`config.mk`:
```
export PLATFORM = sky130hd
export DESIGN_NAME = sfm_ctrl
export DESIGN_NICKNAME = d
export VERILOG_FILES = /design/src/hw/sfm_pkg.sv /design/src/hw/sfm_ctrl.sv
export VERILOG_INCLUDE_DIRS = /design/src /design/src/hw
export SDC_FILE = /design/constraint.sdc
export NUM_CORES = 1
export LEC_CHECK = 0
export ABC_AREA = 1
export BUFFER_PORTS_ARGS = -buffer_cell sky130_fd_sc_hd__buf_2
export CORE_ASPECT_RATIO = 1.4
export CORE_MARGIN = 2
export CORE_UTILIZATION = 40
export DETAILED_ROUTE_END_ITERATION = 8
export PLACE_DENSITY = 0.6
export SLEW_MARGIN = 40
export SYNTH_ARGS = -nofsm -noshare
export SYNTH_HDL_FRONTEND = slang
export SYNTH_SLANG_ARGS = --single-unit
```
`constraint.sdc`:
```
create_clock -name ref_clk_i -period 5 [get_ports ref_clk_i]
set_clock_uncertainty 0.2 [all_clocks]
set_input_delay 0.5 -clock ref_clk_i [delete_from_list [all_inputs] [get_ports ref_clk_i]]
set_output_delay 0.5 -clock ref_clk_i [all_outputs]
set_load 0.005 [all_outputs]
```
`src/hw/sfm_cfg.svh`:
```
// Serial format block constants
`ifndef SFM_CFG_SVH
`define SFM_CFG_SVH

// Register indices, byte address is 4x
`define SFM_IDX_FUNC_MODE   6'h03
`define SFM_IDX_FORMAT      6'h04
`define SFM_IDX_MISC        6'h05
`define SFM_IDX_CLK_CTRL    6'h06
`define SFM_IDX_MIX_FIRST   6'h0F
`define SFM_IDX_MIX_LAST    6'h1B
`define SFM_IDX_RX_MODE     6'h1E
`define SFM_IDX_STATUS      6'h20

// Field positions
`define SFM_F_DIF           7:6
`define SFM_F_ADC_SINGLE_LINE_SEL        5:4
`define SFM_F_DAC_SINGLE_LINE_SEL        3:2
`define SFM_B_AUX_RJ16      1
`define SFM_B_CONV_RJ16     0
`define SFM_B_EXT_SCLK      7
`define SFM_B_HIZ_MCLK      6
`define SFM_B_HOLD          4
`define SFM_B_ROLLOFF       3
`define SFM_B_HPF_HOLD      2
`define SFM_B_CONV_ROLE     1
`define SFM_B_AUX_ROLE      0
`define SFM_B_DAC_DEEMPH_ENABLE       1
`define SFM_B_RX_DEM        0
`define SFM_B_FORCE_LOCK    0
`define SFM_F_MAN_RATE      5:4

// Reset values
`define SFM_RST_FORMAT      8'h40
`define SFM_RST_MISC        8'h00
`define SFM_RST_BYTE        8'h00

// Rate codes and reserved code
`define SFM_RATE_NONE       2'h0
`define SFM_RATE_32K        2'h1
`define SFM_RATE_44K        2'h2
`define SFM_RATE_48K        2'h3
`define SFM_CODE_RSVD       2'h3

// Bus answers
`define SFM_RESP_OKAY       2'h0
`define SFM_RESP_SLVERR     2'h2

// Timing
`define SFM_CLK_PERIOD_NS   40
`define SFM_BCLK_HALF_CYC   2
`define SFM_HALF_FRAME_BITS 32
`define SFM_FRAME_TMO_US    1000

`endif

```
`src/hw/sfm_pkg.sv`:
```
// Types shared by the serial format block
package sfm_pkg;

    typedef enum logic [2:0] {
        SFM_FMT_LJ,
        SFM_FMT_I2S,
        SFM_FMT_RJ,
        SFM_FMT_OL1,
        SFM_FMT_OL2
    } sfm_fmt_t;

    typedef enum logic [1:0] {
        SFM_DEEMPH_OFF,
        SFM_DEEMPH_32K,
        SFM_DEEMPH_44K,
        SFM_DEEMPH_48K
    } sfm_deemph_t;

endpackage

```
`src/hw/sfm_ctrl.sv`:
```
// Serial port format, port role and misc control with AXI4-Lite registers
// Operation
// - DAC de-emphasis at detected rate
// - De-emphasis only at 32, 44.1, 48 kHz
// - Forced lock: manual code picks rate
// - Receiver de-emphasis on status emphasis
// - Forced lock ignores detected rate
// - Format field sets both ports, reset I2S
// - ADC one-line mode
// - DAC one-line mode
// - Aux RJ word width
// - Converter RJ word width
// - External ADC bit clock source
// - Tristate recovered clock output
// - Hold freezes mixing updates
// - Roll-off select
// - High-pass hold
// - Converter master drives clocks
// - Aux master drives clocks
//
// The AXI4-Lite interface to the registers was chosen for this implementation.
`timescale 1ns/1ps
`include "sfm_cfg.svh"

module sfm_ctrl
    import sfm_pkg::*;
#(
    parameter int ADDR_W        = 8,
    parameter int BCLK_HALF     = `SFM_BCLK_HALF_CYC,
    parameter int HALF_FRAME    = `SFM_HALF_FRAME_BITS,
    parameter int FRAME_TMO_CYC = (`SFM_FRAME_TMO_US * 1000) / `SFM_CLK_PERIOD_NS
) (
    // Clock and reset
    input  wire logic              ref_clk_i,
    input  wire logic              srst_i,
    // AXI4-Lite slave
    input  wire logic [ADDR_W-1:0] s_axi_awaddr,
    input  wire logic              s_axi_awvalid,
    output logic                   s_axi_awready,
    input  wire logic [31:0]       s_axi_wdata,
    input  wire logic [3:0]        s_axi_wstrb,
    input  wire logic              s_axi_wvalid,
    output logic                   s_axi_wready,
    output logic [1:0]             s_axi_bresp,
    output logic                   s_axi_bvalid,
    input  wire logic              s_axi_bready,
    input  wire logic [ADDR_W-1:0] s_axi_araddr,
    input  wire logic              s_axi_arvalid,
    output logic                   s_axi_arready,
    output logic [31:0]            s_axi_rdata,
    output logic [1:0]             s_axi_rresp,
    output logic                   s_axi_rvalid,
    input  wire logic              s_axi_rready,
    // Receiver status from same-clock logic
    input  wire logic [1:0]        detected_rate_i,
    input  wire logic              rx_emphasis_i,
    // Converter serial port pins
    input  wire logic              conv_port_bitclk_i,
    output logic                   conv_port_bitclk_o,
    output logic                   conv_port_bitclk_oe_o,
    input  wire logic              conv_port_frameclk_i,
    output logic                   conv_port_frameclk_o,
    output logic                   conv_port_frameclk_oe_o,
    // Auxiliary serial port pins
    input  wire logic              aux_port_bitclk_i,
    output logic                   aux_port_bitclk_o,
    output logic                   aux_port_bitclk_oe_o,
    input  wire logic              aux_port_frameclk_i,
    output logic                   aux_port_frameclk_o,
    output logic                   aux_port_frameclk_oe_o,
    // Recovered master clock
    input  wire logic              rec_mclk_i,
    output logic                   recovered_mclk_out_o,
    output logic                   recovered_mclk_out_oe_o,
    // Controls to the datapath
    output sfm_deemph_t            deemph_sel_o,
    output sfm_fmt_t               adc_format_o,
    output sfm_fmt_t               dac_format_o,
    output logic                   aux_word16_o,
    output logic                   conv_word16_o,
    output logic                   ext_adc_bitclk_o,
    output logic                   rolloff_slow_o,
    output logic                   hpf_hold_o,
    output logic [103:0]           mix_live_o,
    output logic                   conv_bitclk_o,
    output logic                   conv_frameclk_o,
    output logic                   aux_bitclk_o,
    output logic                   aux_frameclk_o
);

    localparam int NMIX = 13;

    ////////////////////////////////////////////////////////////////////////////
    // Helpers

    function automatic logic [6:0] decode(input logic [ADDR_W-1:0] a);
        logic [5:0] idx;
        logic       hit;
        idx = a[7:2];
        hit = (a[1:0] == 2'h0) && (
              idx == `SFM_IDX_FUNC_MODE || idx == `SFM_IDX_FORMAT ||
              idx == `SFM_IDX_MISC      || idx == `SFM_IDX_CLK_CTRL ||
              idx == `SFM_IDX_RX_MODE   || idx == `SFM_IDX_STATUS ||
              (idx >= `SFM_IDX_MIX_FIRST && idx <= `SFM_IDX_MIX_LAST));
        return {hit, idx};
    endfunction

    function automatic logic [1:0] keep_valid(input logic [1:0] old_v, input logic [1:0] new_v);
        return (new_v == `SFM_CODE_RSVD) ? old_v : new_v;
    endfunction

    function automatic sfm_fmt_t eff_format(input logic [1:0] ol, input logic [1:0] interface_format_sel);
        sfm_fmt_t f;
        f = SFM_FMT_I2S;
        unique case (ol)
            2'h1: f = SFM_FMT_OL1;
            2'h2: f = SFM_FMT_OL2;
            default: begin
                unique case (interface_format_sel)
                    2'h0:    f = SFM_FMT_LJ;
                    2'h2:    f = SFM_FMT_RJ;
                    default: f = SFM_FMT_I2S;
                endcase
            end
        endcase
        return f;
    endfunction

    ////////////////////////////////////////////////////////////////////////////
    // AXI4-Lite write path

    logic              aw_have;
    logic              w_have;
    logic [ADDR_W-1:0] aw_addr;
    logic [7:0]        w_byte;
    logic              w_lane0;
    logic              wr_fire;
    logic [6:0]        wr_dec;
    logic              wr_hit;
    logic [5:0]        wr_idx;

    assign s_axi_awready = !aw_have;
    assign s_axi_wready  = !w_have;
    assign wr_fire       = aw_have && w_have && !s_axi_bvalid;
    assign wr_dec        = decode(aw_addr);
    assign wr_idx        = wr_dec[5:0];
    assign wr_hit        = wr_fire && wr_dec[6] && w_lane0;

    // Address and data may arrive in either order
    always_ff @(posedge ref_clk_i) begin
        if (srst_i) begin
            aw_have <= 1'b0;
            aw_addr <= '0;
        end else if (s_axi_awvalid && !aw_have) begin
            aw_have <= 1'b1;
            aw_addr <= s_axi_awaddr;
        end else if (wr_fire) begin
            aw_have <= 1'b0;
        end
    end

    always_ff @(posedge ref_clk_i) begin
        if (srst_i) begin
            w_have  <= 1'b0;
            w_byte  <= `SFM_RST_BYTE;
            w_lane0 <= 1'b0;
        end else if (s_axi_wvalid && !w_have) begin
            w_have  <= 1'b1;
            w_byte  <= s_axi_wdata[7:0];
            w_lane0 <= s_axi_wstrb[0];
        end else if (wr_fire) begin
            w_have <= 1'b0;
        end
    end

    always_ff @(posedge ref_clk_i) begin
        if (srst_i) begin
            s_axi_bvalid <= 1'b0;
            s_axi_bresp  <= `SFM_RESP_OKAY;
        end else if (wr_fire) begin
            s_axi_bvalid <= 1'b1;
            s_axi_bresp  <= wr_dec[6] ? `SFM_RESP_OKAY : `SFM_RESP_SLVERR;
        end else if (s_axi_bready) begin
            s_axi_bvalid <= 1'b0;
        end
    end

    ////////////////////////////////////////////////////////////////////////////
    // Registers

    logic       dac_deemph_enable;
    logic       rx_deemph_enable;
    logic       force_pll_lock;
    logic [1:0] manual_deemph_rate;
    logic [7:0] fmt_reg;
    logic [7:0] misc_reg;
    logic [7:0] mix_stage [NMIX];
    logic [7:0] mix_live  [NMIX];

    always_ff @(posedge ref_clk_i) begin
        if (srst_i) begin
            dac_deemph_enable <= 1'b0;
            rx_deemph_enable  <= 1'b0;
        end else if (wr_hit && wr_idx == `SFM_IDX_FUNC_MODE) begin
            dac_deemph_enable <= w_byte[`SFM_B_DAC_DEEMPH_ENABLE];
            rx_deemph_enable  <= w_byte[`SFM_B_RX_DEM];
        end
    end

    always_ff @(posedge ref_clk_i) begin
        if (srst_i) begin
            force_pll_lock <= 1'b0;
        end else if (wr_hit && wr_idx == `SFM_IDX_CLK_CTRL) begin
            force_pll_lock <= w_byte[`SFM_B_FORCE_LOCK];
        end
    end

    always_ff @(posedge ref_clk_i) begin
        if (srst_i) begin
            manual_deemph_rate <= `SFM_RATE_NONE;
        end else if (wr_hit && wr_idx == `SFM_IDX_RX_MODE && w_byte[`SFM_F_MAN_RATE] != `SFM_RATE_NONE) begin
            manual_deemph_rate <= w_byte[`SFM_F_MAN_RATE];
        end
    end

    always_ff @(posedge ref_clk_i) begin
        if (srst_i) begin
            fmt_reg <= `SFM_RST_FORMAT;
        end else if (wr_hit && wr_idx == `SFM_IDX_FORMAT) begin
            fmt_reg[`SFM_F_DIF]    <= keep_valid(fmt_reg[`SFM_F_DIF], w_byte[`SFM_F_DIF]);
            fmt_reg[`SFM_F_ADC_SINGLE_LINE_SEL] <= keep_valid(fmt_reg[`SFM_F_ADC_SINGLE_LINE_SEL], w_byte[`SFM_F_ADC_SINGLE_LINE_SEL]);
            fmt_reg[`SFM_F_DAC_SINGLE_LINE_SEL] <= keep_valid(fmt_reg[`SFM_F_DAC_SINGLE_LINE_SEL], w_byte[`SFM_F_DAC_SINGLE_LINE_SEL]);
            fmt_reg[1:0]           <= w_byte[1:0];
        end
    end

    // Reserved bit 5 always reads zero
    always_ff @(posedge ref_clk_i) begin
        if (srst_i) begin
            misc_reg <= `SFM_RST_MISC;
        end else if (wr_hit && wr_idx == `SFM_IDX_MISC) begin
            misc_reg <= {w_byte[7:6], 1'b0, w_byte[4:0]};
        end
    end

    // Live copies follow staged ones unless held
    genvar m;
    generate
        for (m = 0; m < NMIX; m++) begin : g_mix
            always_ff @(posedge ref_clk_i) begin
                if (srst_i) begin
                    mix_stage[m] <= `SFM_RST_BYTE;
                end else if (wr_hit && wr_idx == `SFM_IDX_MIX_FIRST + 6'(m)) begin
                    mix_stage[m] <= w_byte;
                end
            end
            always_ff @(posedge ref_clk_i) begin
                if (srst_i) begin
                    mix_live[m] <= `SFM_RST_BYTE;
                end else if (!misc_reg[`SFM_B_HOLD]) begin
                    mix_live[m] <= mix_stage[m];
                end
            end
            assign mix_live_o[8*m +: 8] = mix_live[m];
        end
    endgenerate

    ////////////////////////////////////////////////////////////////////////////
    // Port clocking, 0 aux, 1 converter

    logic [1:0] pin_bclk;
    logic [1:0] pin_lrck;
    logic [1:0] role;
    logic [1:0] gen_bclk;
    logic [1:0] gen_lrck;
    logic [1:0] eff_bclk;
    logic [1:0] eff_lrck;
    logic [1:0] frame_lost;

    assign pin_bclk = {conv_port_bitclk_i, aux_port_bitclk_i};
    assign pin_lrck = {conv_port_frameclk_i, aux_port_frameclk_i};
    assign role     = {misc_reg[`SFM_B_CONV_ROLE], misc_reg[`SFM_B_AUX_ROLE]};

    genvar p;
    generate
        for (p = 0; p < 2; p++) begin : g_port
            logic [2:0]  bclk_sync;
            logic [2:0]  lrck_sync;
            logic [7:0]  div_cnt;
            logic [7:0]  bit_cnt;
            logic        bclk_q;
            logic        lrck_q;
            logic [31:0] tmo_cnt;
            logic        lost_q;

            always_ff @(posedge ref_clk_i) begin
                if (srst_i) begin
                    bclk_sync <= 3'h0;
                    lrck_sync <= 3'h0;
                end else begin
                    bclk_sync <= {bclk_sync[1:0], pin_bclk[p]};
                    lrck_sync <= {lrck_sync[1:0], pin_lrck[p]};
                end
            end

            // Master clocks come from dividing the reference clock
            always_ff @(posedge ref_clk_i) begin
                if (srst_i || !role[p]) begin
                    div_cnt <= 8'h00;
                    bit_cnt <= 8'h00;
                    bclk_q  <= 1'b0;
                    lrck_q  <= 1'b0;
                end else if (div_cnt == 8'(BCLK_HALF - 1)) begin
                    div_cnt <= 8'h00;
                    bclk_q  <= !bclk_q;
                    if (bclk_q) begin
                        if (bit_cnt == 8'(HALF_FRAME - 1)) begin
                            bit_cnt <= 8'h00;
                            lrck_q  <= !lrck_q;
                        end else begin
                            bit_cnt <= bit_cnt + 8'h01;
                        end
                    end
                end else begin
                    div_cnt <= div_cnt + 8'h01;
                end
            end

            // Slave port with no frame edges is lost
            always_ff @(posedge ref_clk_i) begin
                if (srst_i || role[p] || (lrck_sync[2] != lrck_sync[1])) begin
                    tmo_cnt <= '0;
                    lost_q  <= 1'b0;
                end else if (tmo_cnt == 32'(FRAME_TMO_CYC - 1)) begin
                    lost_q  <= 1'b1;
                end else begin
                    tmo_cnt <= tmo_cnt + 32'h0000_0001;
                end
            end

            assign gen_bclk[p]   = bclk_q;
            assign gen_lrck[p]   = lrck_q;
            assign eff_bclk[p]   = role[p] ? bclk_q : bclk_sync[1];
            assign eff_lrck[p]   = role[p] ? lrck_q : lrck_sync[1];
            assign frame_lost[p] = lost_q;
        end
    endgenerate

    assign aux_port_bitclk_o        = gen_bclk[0];
    assign aux_port_frameclk_o      = gen_lrck[0];
    assign aux_port_bitclk_oe_o     = role[0];
    assign aux_port_frameclk_oe_o   = role[0];
    assign conv_port_bitclk_o       = gen_bclk[1];
    assign conv_port_frameclk_o     = gen_lrck[1];
    assign conv_port_bitclk_oe_o    = role[1];
    assign conv_port_frameclk_oe_o  = role[1];

    ////////////////////////////////////////////////////////////////////////////
    // Datapath controls

    logic [1:0] mclk_sync;
    logic [1:0] use_rate;
    logic       want_deemph;

    always_ff @(posedge ref_clk_i) begin
        if (srst_i) begin
            mclk_sync <= 2'h0;
        end else begin
            mclk_sync <= {mclk_sync[0], rec_mclk_i};
        end
    end

    assign recovered_mclk_out_oe_o = !misc_reg[`SFM_B_HIZ_MCLK];

    // Forced lock takes the manual rate in place of detection
    assign use_rate    = force_pll_lock ? manual_deemph_rate : detected_rate_i;
    assign want_deemph = dac_deemph_enable || (rx_deemph_enable && rx_emphasis_i);

    always_ff @(posedge ref_clk_i) begin
        if (srst_i) begin
            deemph_sel_o <= SFM_DEEMPH_OFF;
        end else if (!want_deemph) begin
            deemph_sel_o <= SFM_DEEMPH_OFF;
        end else begin
            unique case (use_rate)
                `SFM_RATE_32K: deemph_sel_o <= SFM_DEEMPH_32K;
                `SFM_RATE_44K: deemph_sel_o <= SFM_DEEMPH_44K;
                `SFM_RATE_48K: deemph_sel_o <= SFM_DEEMPH_48K;
                default:       deemph_sel_o <= SFM_DEEMPH_OFF;
            endcase
        end
    end

    always_ff @(posedge ref_clk_i) begin
        if (srst_i) begin
            adc_format_o         <= SFM_FMT_I2S;
            dac_format_o         <= SFM_FMT_I2S;
            aux_word16_o         <= 1'b0;
            conv_word16_o        <= 1'b0;
            ext_adc_bitclk_o     <= 1'b0;
            rolloff_slow_o       <= 1'b0;
            hpf_hold_o           <= 1'b0;
            recovered_mclk_out_o <= 1'b0;
            conv_bitclk_o        <= 1'b0;
            conv_frameclk_o      <= 1'b0;
            aux_bitclk_o         <= 1'b0;
            aux_frameclk_o       <= 1'b0;
        end else begin
            adc_format_o         <= eff_format(fmt_reg[`SFM_F_ADC_SINGLE_LINE_SEL], fmt_reg[`SFM_F_DIF]);
            dac_format_o         <= eff_format(fmt_reg[`SFM_F_DAC_SINGLE_LINE_SEL], fmt_reg[`SFM_F_DIF]);
            aux_word16_o         <= (fmt_reg[`SFM_F_DIF] == 2'h2) && fmt_reg[`SFM_B_AUX_RJ16];
            conv_word16_o        <= (fmt_reg[`SFM_F_DIF] == 2'h2) && fmt_reg[`SFM_B_CONV_RJ16];
            ext_adc_bitclk_o     <= misc_reg[`SFM_B_EXT_SCLK] ? eff_bclk[1] : eff_bclk[0];
            rolloff_slow_o       <= misc_reg[`SFM_B_ROLLOFF];
            hpf_hold_o           <= misc_reg[`SFM_B_HPF_HOLD];
            recovered_mclk_out_o <= mclk_sync[1];
            conv_bitclk_o        <= eff_bclk[1];
            conv_frameclk_o      <= eff_lrck[1];
            aux_bitclk_o         <= eff_bclk[0];
            aux_frameclk_o       <= eff_lrck[0];
        end
    end

    ////////////////////////////////////////////////////////////////////////////
    // AXI4-Lite read path

    logic [6:0] rd_dec;
    logic [7:0] rd_byte;
    logic [5:0] rd_idx;

    assign s_axi_arready = !s_axi_rvalid;
    assign rd_dec        = decode(s_axi_araddr);
    assign rd_idx        = rd_dec[5:0];

    // Mixing reads return staged values
    always_comb begin
        rd_byte = `SFM_RST_BYTE;
        if (rd_idx >= `SFM_IDX_MIX_FIRST && rd_idx <= `SFM_IDX_MIX_LAST) begin
            rd_byte = mix_stage[4'(rd_idx - `SFM_IDX_MIX_FIRST)];
        end else if (rd_idx == `SFM_IDX_FUNC_MODE) begin
            rd_byte = {6'h00, dac_deemph_enable, rx_deemph_enable};
        end else if (rd_idx == `SFM_IDX_FORMAT) begin
            rd_byte = fmt_reg;
        end else if (rd_idx == `SFM_IDX_MISC) begin
            rd_byte = misc_reg;
        end else if (rd_idx == `SFM_IDX_CLK_CTRL) begin
            rd_byte = {7'h00, force_pll_lock};
        end else if (rd_idx == `SFM_IDX_RX_MODE) begin
            rd_byte = {2'h0, manual_deemph_rate, 4'h0};
        end else if (rd_idx == `SFM_IDX_STATUS) begin
            rd_byte = {1'b0, adc_format_o, frame_lost, deemph_sel_o};
        end
    end

    always_ff @(posedge ref_clk_i) begin
        if (srst_i) begin
            s_axi_rvalid <= 1'b0;
            s_axi_rdata  <= 32'h0000_0000;
            s_axi_rresp  <= `SFM_RESP_OKAY;
        end else if (s_axi_arvalid && !s_axi_rvalid) begin
            s_axi_rvalid <= 1'b1;
            s_axi_rdata  <= rd_dec[6] ? {24'h00_0000, rd_byte} : 32'h0000_0000;
            s_axi_rresp  <= rd_dec[6] ? `SFM_RESP_OKAY : `SFM_RESP_SLVERR;
        end else if (s_axi_rready) begin
            s_axi_rvalid <= 1'b0;
        end
    end

endmodule

```
==> results of run 1 <==
cell usage in the layout (no fill, tap or decap), drive strengths merged, types with 8 or more instances in the layout:
cell / count
nand3: 118
conb: 26
nand2: 279
buf: 193
ha: 16
dlygate4sd3: 8
a21oi: 168
clkinv: 18
nor2: 349
edfxtp: 208
nor4: 16
xor2: 14
o21ai: 112
inv: 300
nor3: 97
nand4: 37
dfxtp: 183
or2: 10
clkbuf: 50
nor3b: 8
routing by layer:
metal | vias up | routed length, um
met5 | - | 36
met2 | 363 | 23300
met1 | 6464 | 17900
met3 | 98 | 2450
li1 | 7016 | -
met4 | 6 | 2100
metrics by stage:
stage,worst slack [ps],instances
final,1950,2799
after global routing,1790,2798
after global placement,1540,2717
after detailed placement,1510,2718
after floorplan,711,2064
after CTS,1930,2797
cells in the mapped netlist, types with 16 or more instances:
cell type / n / share of area
nor3_1: 95 / 0.027
nand4_1: 36 / 0.013
a21oi_1: 168 / 0.048
dfxtp_1: 183 / 0.21
nand3_1: 111 / 0.032
o21ai_0: 111 / 0.032
clkbuf_1: 57 / 0.012
ha_1: 16 / 0.012
inv_1: 294 / 0.063
nand2_1: 278 / 0.060
buf_4: 28 / 0.012
nor2_1: 348 / 0.075
edfxtp_1: 208 / 0.36
nor4_1: 16 / 0.0058
cells by family (layout without fill, tap and decap cells):
logic type               count (synthesis)  in the layout  synth area share
AO/OA/AOI/OAI                          301            301            0.0894
XOR/XNOR                                19             19           0.00956
adder cells (fa/ha/maj)                 16             16            0.0115
buffers and inverters                  395            576            0.0913
flip-flops                             391            391             0.570
multiplexers                             1              1          0.000575
other                                    1             28          0.000216
AND/OR/NAND/NOR                        915            915             0.228
power by group through the flow:
| stage | clock, mW | combinational (mW) | sequential [mW] |
|---|---|---|---|
| floorplan | 0 | 0.272 | 3.56 |
| global placement | 0 | 0.428 | 3.56 |
| detailed placement | 0 | 0.433 | 3.57 |
| CTS | 3.00 | 0.441 | 3.50 |
| global route | 3.11 | 0.485 | 3.50 |
| finish | 2.92 | 0.439 | 3.50 |
final cells by class:
cell class	count	share of cell area
sequential	391	0.492
multi-input combinational	1278	0.299
inverter	304	0.0567
timing repair buffer	201	0.0543
clock buffer	50	0.0530
tap	552	0.0343
clock inverter	21	0.0103
antenna	2	0.000249
tightest hold or removal path, delay by kind of cell:
family        cells  cell delay [ps]
buf+inv           1               90
simple gates      2              130
what timing repair did:
item                      CTS  global route
setup buffers               0             0
hold buffers                8             0
hold endpoints to repair    8             0
worst max path at each step:
stage,to,cells after the start
CTS,mix_stage[2][3],10
detailed placement,s_axi_rdata[4],12
floorplan,mix_live[0][0],5
finish,mix_stage[2][3],10
global placement,s_axi_rdata[4],12
global route,s_axi_rdata[7],12
==> impl_metrics.yaml, run 1 <==
status:
  status: "completed"
critical_path:
  worstPathArrival_ps: 3050
  startpoint_type: "flip-flop"
  worstSetupPathType: "flip-flop to flip-flop"
  r2r_slack_ps: 1950
  path_buf_inv: 2
  critPathMaxStageDelay_ps: 510
  critPathLaunch: "aw_addr[5]"
  worstReg2RegEnd: "mix_stage[2][3]"
  cp-end-kind: "flip-flop"
  timing.rr.start: "aw_addr[5]"
  reg2regPathDepth: 10
  crit_path_top_delay_cell: "dfxtp_1"
  crit_required_ps: 5010
  path_max_fanout: 9
  critPathMostFrequentCell: "nand2_1"
  cp_cell_sequence: "nand2_1 -> clkinv_1 -> nand3_1 -> nand2_1 -> nor2_1 -> nand2_2 -> nand3_4 -> inv_2 -> nand3_1 -> nand2_1"
  crit_family: "simple AND/OR/NAND/NOR gates"
floorplan:
  core_area_um2: 43000
  die_w_um: 180
  die-height_um: 251
  start_util: 0.404
  num_io_pins: 239
  die-area_um2: 45200
  rows: 90
sta:
  grt_setup_unrepaired: "false"
  period_share: 0.609
  finalCriticalPeriod_ps: 3050
  tns_ps: 0
  tightestPinTransition_ps: 856
  clock.fmax_mhz: 328
  finalHoldViolations: 0
  finalSetupViolCount: 0
  maxSlewViolCount: 0
  hold_slack_ps: 19.1
  max_slew_margin: 0.429
min_path:
  min_path_type: "input pin to flip-flop"
  hold_end: "w_lane0"
  worstHoldStart: "s_axi_wstrb[0]"
  min_delay_path_depth: 3
logic_synthesis:
  ys_types: 42
  synth_seq_area_share: 0.570
  synth_seq_cells: 391
  ys_async_sr_fraction: 0
  syn_area_um2: 17400
  synth_cells: 2039
  avgSynthCellArea_um2: 8.53
  synthFlopType: "edfxtp_1"
  yosysWarnings: 0
  synth_edf_count: 208
detailed_routing:
  ant_nets: 0
  first_iter_violations: 958
  wl_per_cell_um: 16.4
  via_count: 13900
  drcViolationCount: 0
  wl_um: 45800
  dr.pass1.iters: 5
  avgViaCountPerCell: 4.98
power:
  switching_share: 0.235
  pwr-share-seq: 0.510
  internal_power_mw: 5.25
  vdd_ir_drop_max_v: 0.000285
  p_total_mw: 6.86
  powerDensity_nw_per_um2: 341
  power_frac_clock: 0.426
  p_sw_mw: 1.61
  pwr-share-comb: 0.064
  leakagePower_nw: 8.21
grt:
  grt_first_pass_wirelength_um: 71100
  use_met1: 0.226
  grt_overflow_total: 0
  gr-usage-met2: 0.360
  grt_pass1_vias: 13200
  grt_max_degree: 95
  antenna_found_initial: 4
  busiest_layer: "met2"
  track_usage: 0.198
  met3_usage: 0.0345
cts:
  cts_root_buf: "clkbuf_16"
  cts_tree: "built"
  cts_sinks: 391
  clkSlewWorstSetupHoldPaths_ps: 60
  clkLatencyLatePin_ps: 550
  clock_path_buffers: 3
  htreeDepth: 2
  cts_buffers: 39
  cts_resized: 0
placed_design:
  portBuffers: 185
  dpl-instance-area_um2: 18800
  gp_congestion: 0.921
  hpwl_um: 33700
job:
  maxCapViolCount: 0
final_layout:
  drive_gt1_frac: 0.127
  syn_to_final_growth_pct: 15.7
  top_regs: "mix_live (104), mix_stage (104), g_port.tmo_cnt (64)"
  final_util: 0.468
  multi_input_area_um2: 6010
  final-seq-area_um2: 9910
  design_area_um2: 20100
  fillers: 4275
  nNetsFinal: 2298
No activity file was read; power rests on OpenSTA's default activity.
==> inputs of run 2 (changes only) <==
--- a/config.mk
+++ b/config.mk
@@ -12,7 +12,7 @@
 export CORE_MARGIN = 2
 export CORE_UTILIZATION = 40
 export DETAILED_ROUTE_END_ITERATION = 8
-export PLACE_DENSITY = 0.6
+export PLACE_DENSITY = 0.62
 export SLEW_MARGIN = 40
 export SYNTH_ARGS = -nofsm -noshare
 export SYNTH_HDL_FRONTEND = slang
==> constraint.sdc (replaced) <==
create_clock -name ref_clk_i -period 2.65 [get_ports ref_clk_i]
set_clock_uncertainty 0.2 [all_clocks]
set_input_delay 0.265 -clock ref_clk_i [delete_from_list [all_inputs] [get_ports ref_clk_i]]
set_output_delay 0.265 -clock ref_clk_i [all_outputs]
set_load 0.005 [all_outputs]
==> run 2 against run 1 <==
Worst setup slack worse by 1800 ps. Critical path type unchanged. Sequential share of layout area shrank 1.3 points. Highest routed layer unchanged. Design area rose by 2.6%. Die area is the same. Clock power is 86% higher. Largest power group unchanged. Worst hold slack gained 27 ps. Flip-flop and latch count unchanged. Wire length is 2.6% higher. Utilization up 1.2 points. Fmax is 23% higher.
==> impl_metrics.yaml, run 2 (same netlist as run 1, synthesis figures left out) <==
floorplan:
  die-area_um2: 45200
  num_io_pins: 239
  start_util: 0.404
  die_w_um: 180
  rows: 90
  core_area_um2: 43000
  die-height_um: 251
final_layout:
  final_cell_mix: "nor2_1 (348), inv_1 (294), nand2_1 (271), edfxtp_1 (208), buf_2 (185)"
  layout.cells.non_filler: 2858
  multi_input_area_um2: 6020
  final_common_cell: "nor2_1"
  design_area_um2: 20700
  top_regs: "mix_live (104), mix_stage (104), g_port.tmo_cnt (64)"
  final-seq-area_um2: 9910
  nNetsFinal: 2359
  fillers: 4173
  drive_gt1_frac: 0.136
  syn_to_final_growth_pct: 18.7
placed_design:
  portBuffers: 185
  dpl.cell_count: 2745
  hpwl_um: 34500
  gp_congestion: 0.954
  preCtsSetupSlack_ps: 106
  dpl-instance-area_um2: 19000
status:
  status: "completed"
sta:
  finalCriticalPeriod_ps: 2470
  tns_ps: 0
  clock.fmax_mhz: 405
  finalHoldViolations: 0
  finalSetupViolCount: 0
  period_share: 0.933
  max_slew_margin: 0.433
  grt_setup_unrepaired: "false"
  tightestPinTransition_ps: 849
  setup_ws_ps: 179
  maxSlewViolCount: 0
  hold_slack_ps: 45.6
critical_path:
  crit_path_top_delay_cell: "dfxtp_1"
  startpoint_type: "flip-flop"
  worstPathArrival_ps: 2640
  cp-end-kind: "flip-flop"
  crit_required_ps: 2820
  cp_cell_sequence: "inv_2 -> nor2_1 -> nand3_1 -> nand2_1 -> nor2_1 -> nand2_2 -> nand3_4 -> inv_2 -> nand3_1 -> buf_4 -> nor3_1"
  critPathMaxStageDelay_ps: 390
  worstSetupPathType: "flip-flop to flip-flop"
  path_max_fanout: 8
detailed_routing:
  dr.pass1.iters: 6
  avgViaCountPerCell: 5.00
  drcViolationCount: 0
  wl_per_cell_um: 16.4
  via_count: 14300
  wl_um: 47000
  first_iter_violations: 1006
  ant_nets: 0
grt:
  grt_overflow_total: 0
  antenna_found_initial: 2
  grt_max_degree: 105
  grt_first_pass_wirelength_um: 72400
  grt_pass1_vias: 13800
  track_usage: 0.202
cts:
  clkLatencyLatePin_ps: 550
  cts_buffers: 39
  htreeDepth: 2
  cts_tree: "built"
  clock_path_buffers: 3
  clkSlewWorstSetupHoldPaths_ps: 70
  cts_sinks: 391
  cts_root_buf: "clkbuf_16"
power:
  powerDensity_nw_per_um2: 626
  vdd_ir_drop_max_v: 0.000406
  leakagePower_nw: 8.49
min_path:
  min_path_type: "input pin to flip-flop"
job:
  maxCapViolCount: 0
-- run 2: cell count changes in the layout (fill, tap and decap cells not counted), sizes merged --
cell,change
clkinvlp,-1
buf,+27
dlygate4sd3,+34
bufinv,-1
inv,+2
clkbuf,-2
-- run 2: per-stage QoR --
step	utilization	power (mW)
global placement	0.441	7.57
detailed placement	0.441	7.58
global route	0.480	13.4
floorplan	-	7.23
CTS	0.480	13.1
finish	0.480	12.9
-- run 2: layout make-up --
class	count	share of cell area
diodes	2	0.000242
repair buffers	262	0.0797
well taps	552	0.0334
flip-flops and latches	391	0.480
clock inverters	21	0.00818
clock buffers	48	0.0519
inverters	304	0.0553
multi-input cells	1278	0.291
-- run 2: per-layer routing --
metal / track usage / part of all wire
met2: 0.375 / 0.52
met3: 0.0345 / 0.052
met5: 0 / 0.00023
met1: 0.221 / 0.38
met4: 0.0986 / 0.049
-- run 2: final timing paths --
path | start | end | slack [ps] | cells after the start
worst max-delay path | aw_addr[4] | mix_stage[2][7] | 180 | 11
worst min-delay path | s_axi_arvalid | s_axi_rdata[5] | 50 | 4
worst max register to register | aw_addr[4] | mix_stage[2][7] | 180 | 11
worst min register to register | g_port[1].lrck_sync[0] | g_port[1].lrck_sync[1] | 200 | 2
-- run 2: critical path, delay by kind of cell (launching register included) --
family        cells  cell delay (ps)
flops             1              390
simple gates      8             1190
buf+inv           3              510
-- run 2: report_power, final --
group	switching, mW	internal, mW
clock network	2.35	3.07
logic	0.617	0.287
registers	0.0844	6.51
-- run 2: repair_timing --
action                                  CTS  global route
gates resized for setup                   0             6
hold endpoints to repair                 39             0
buffers inserted                          0             0
endpoints found under the setup margin    0            41
hold buffers                             42             0
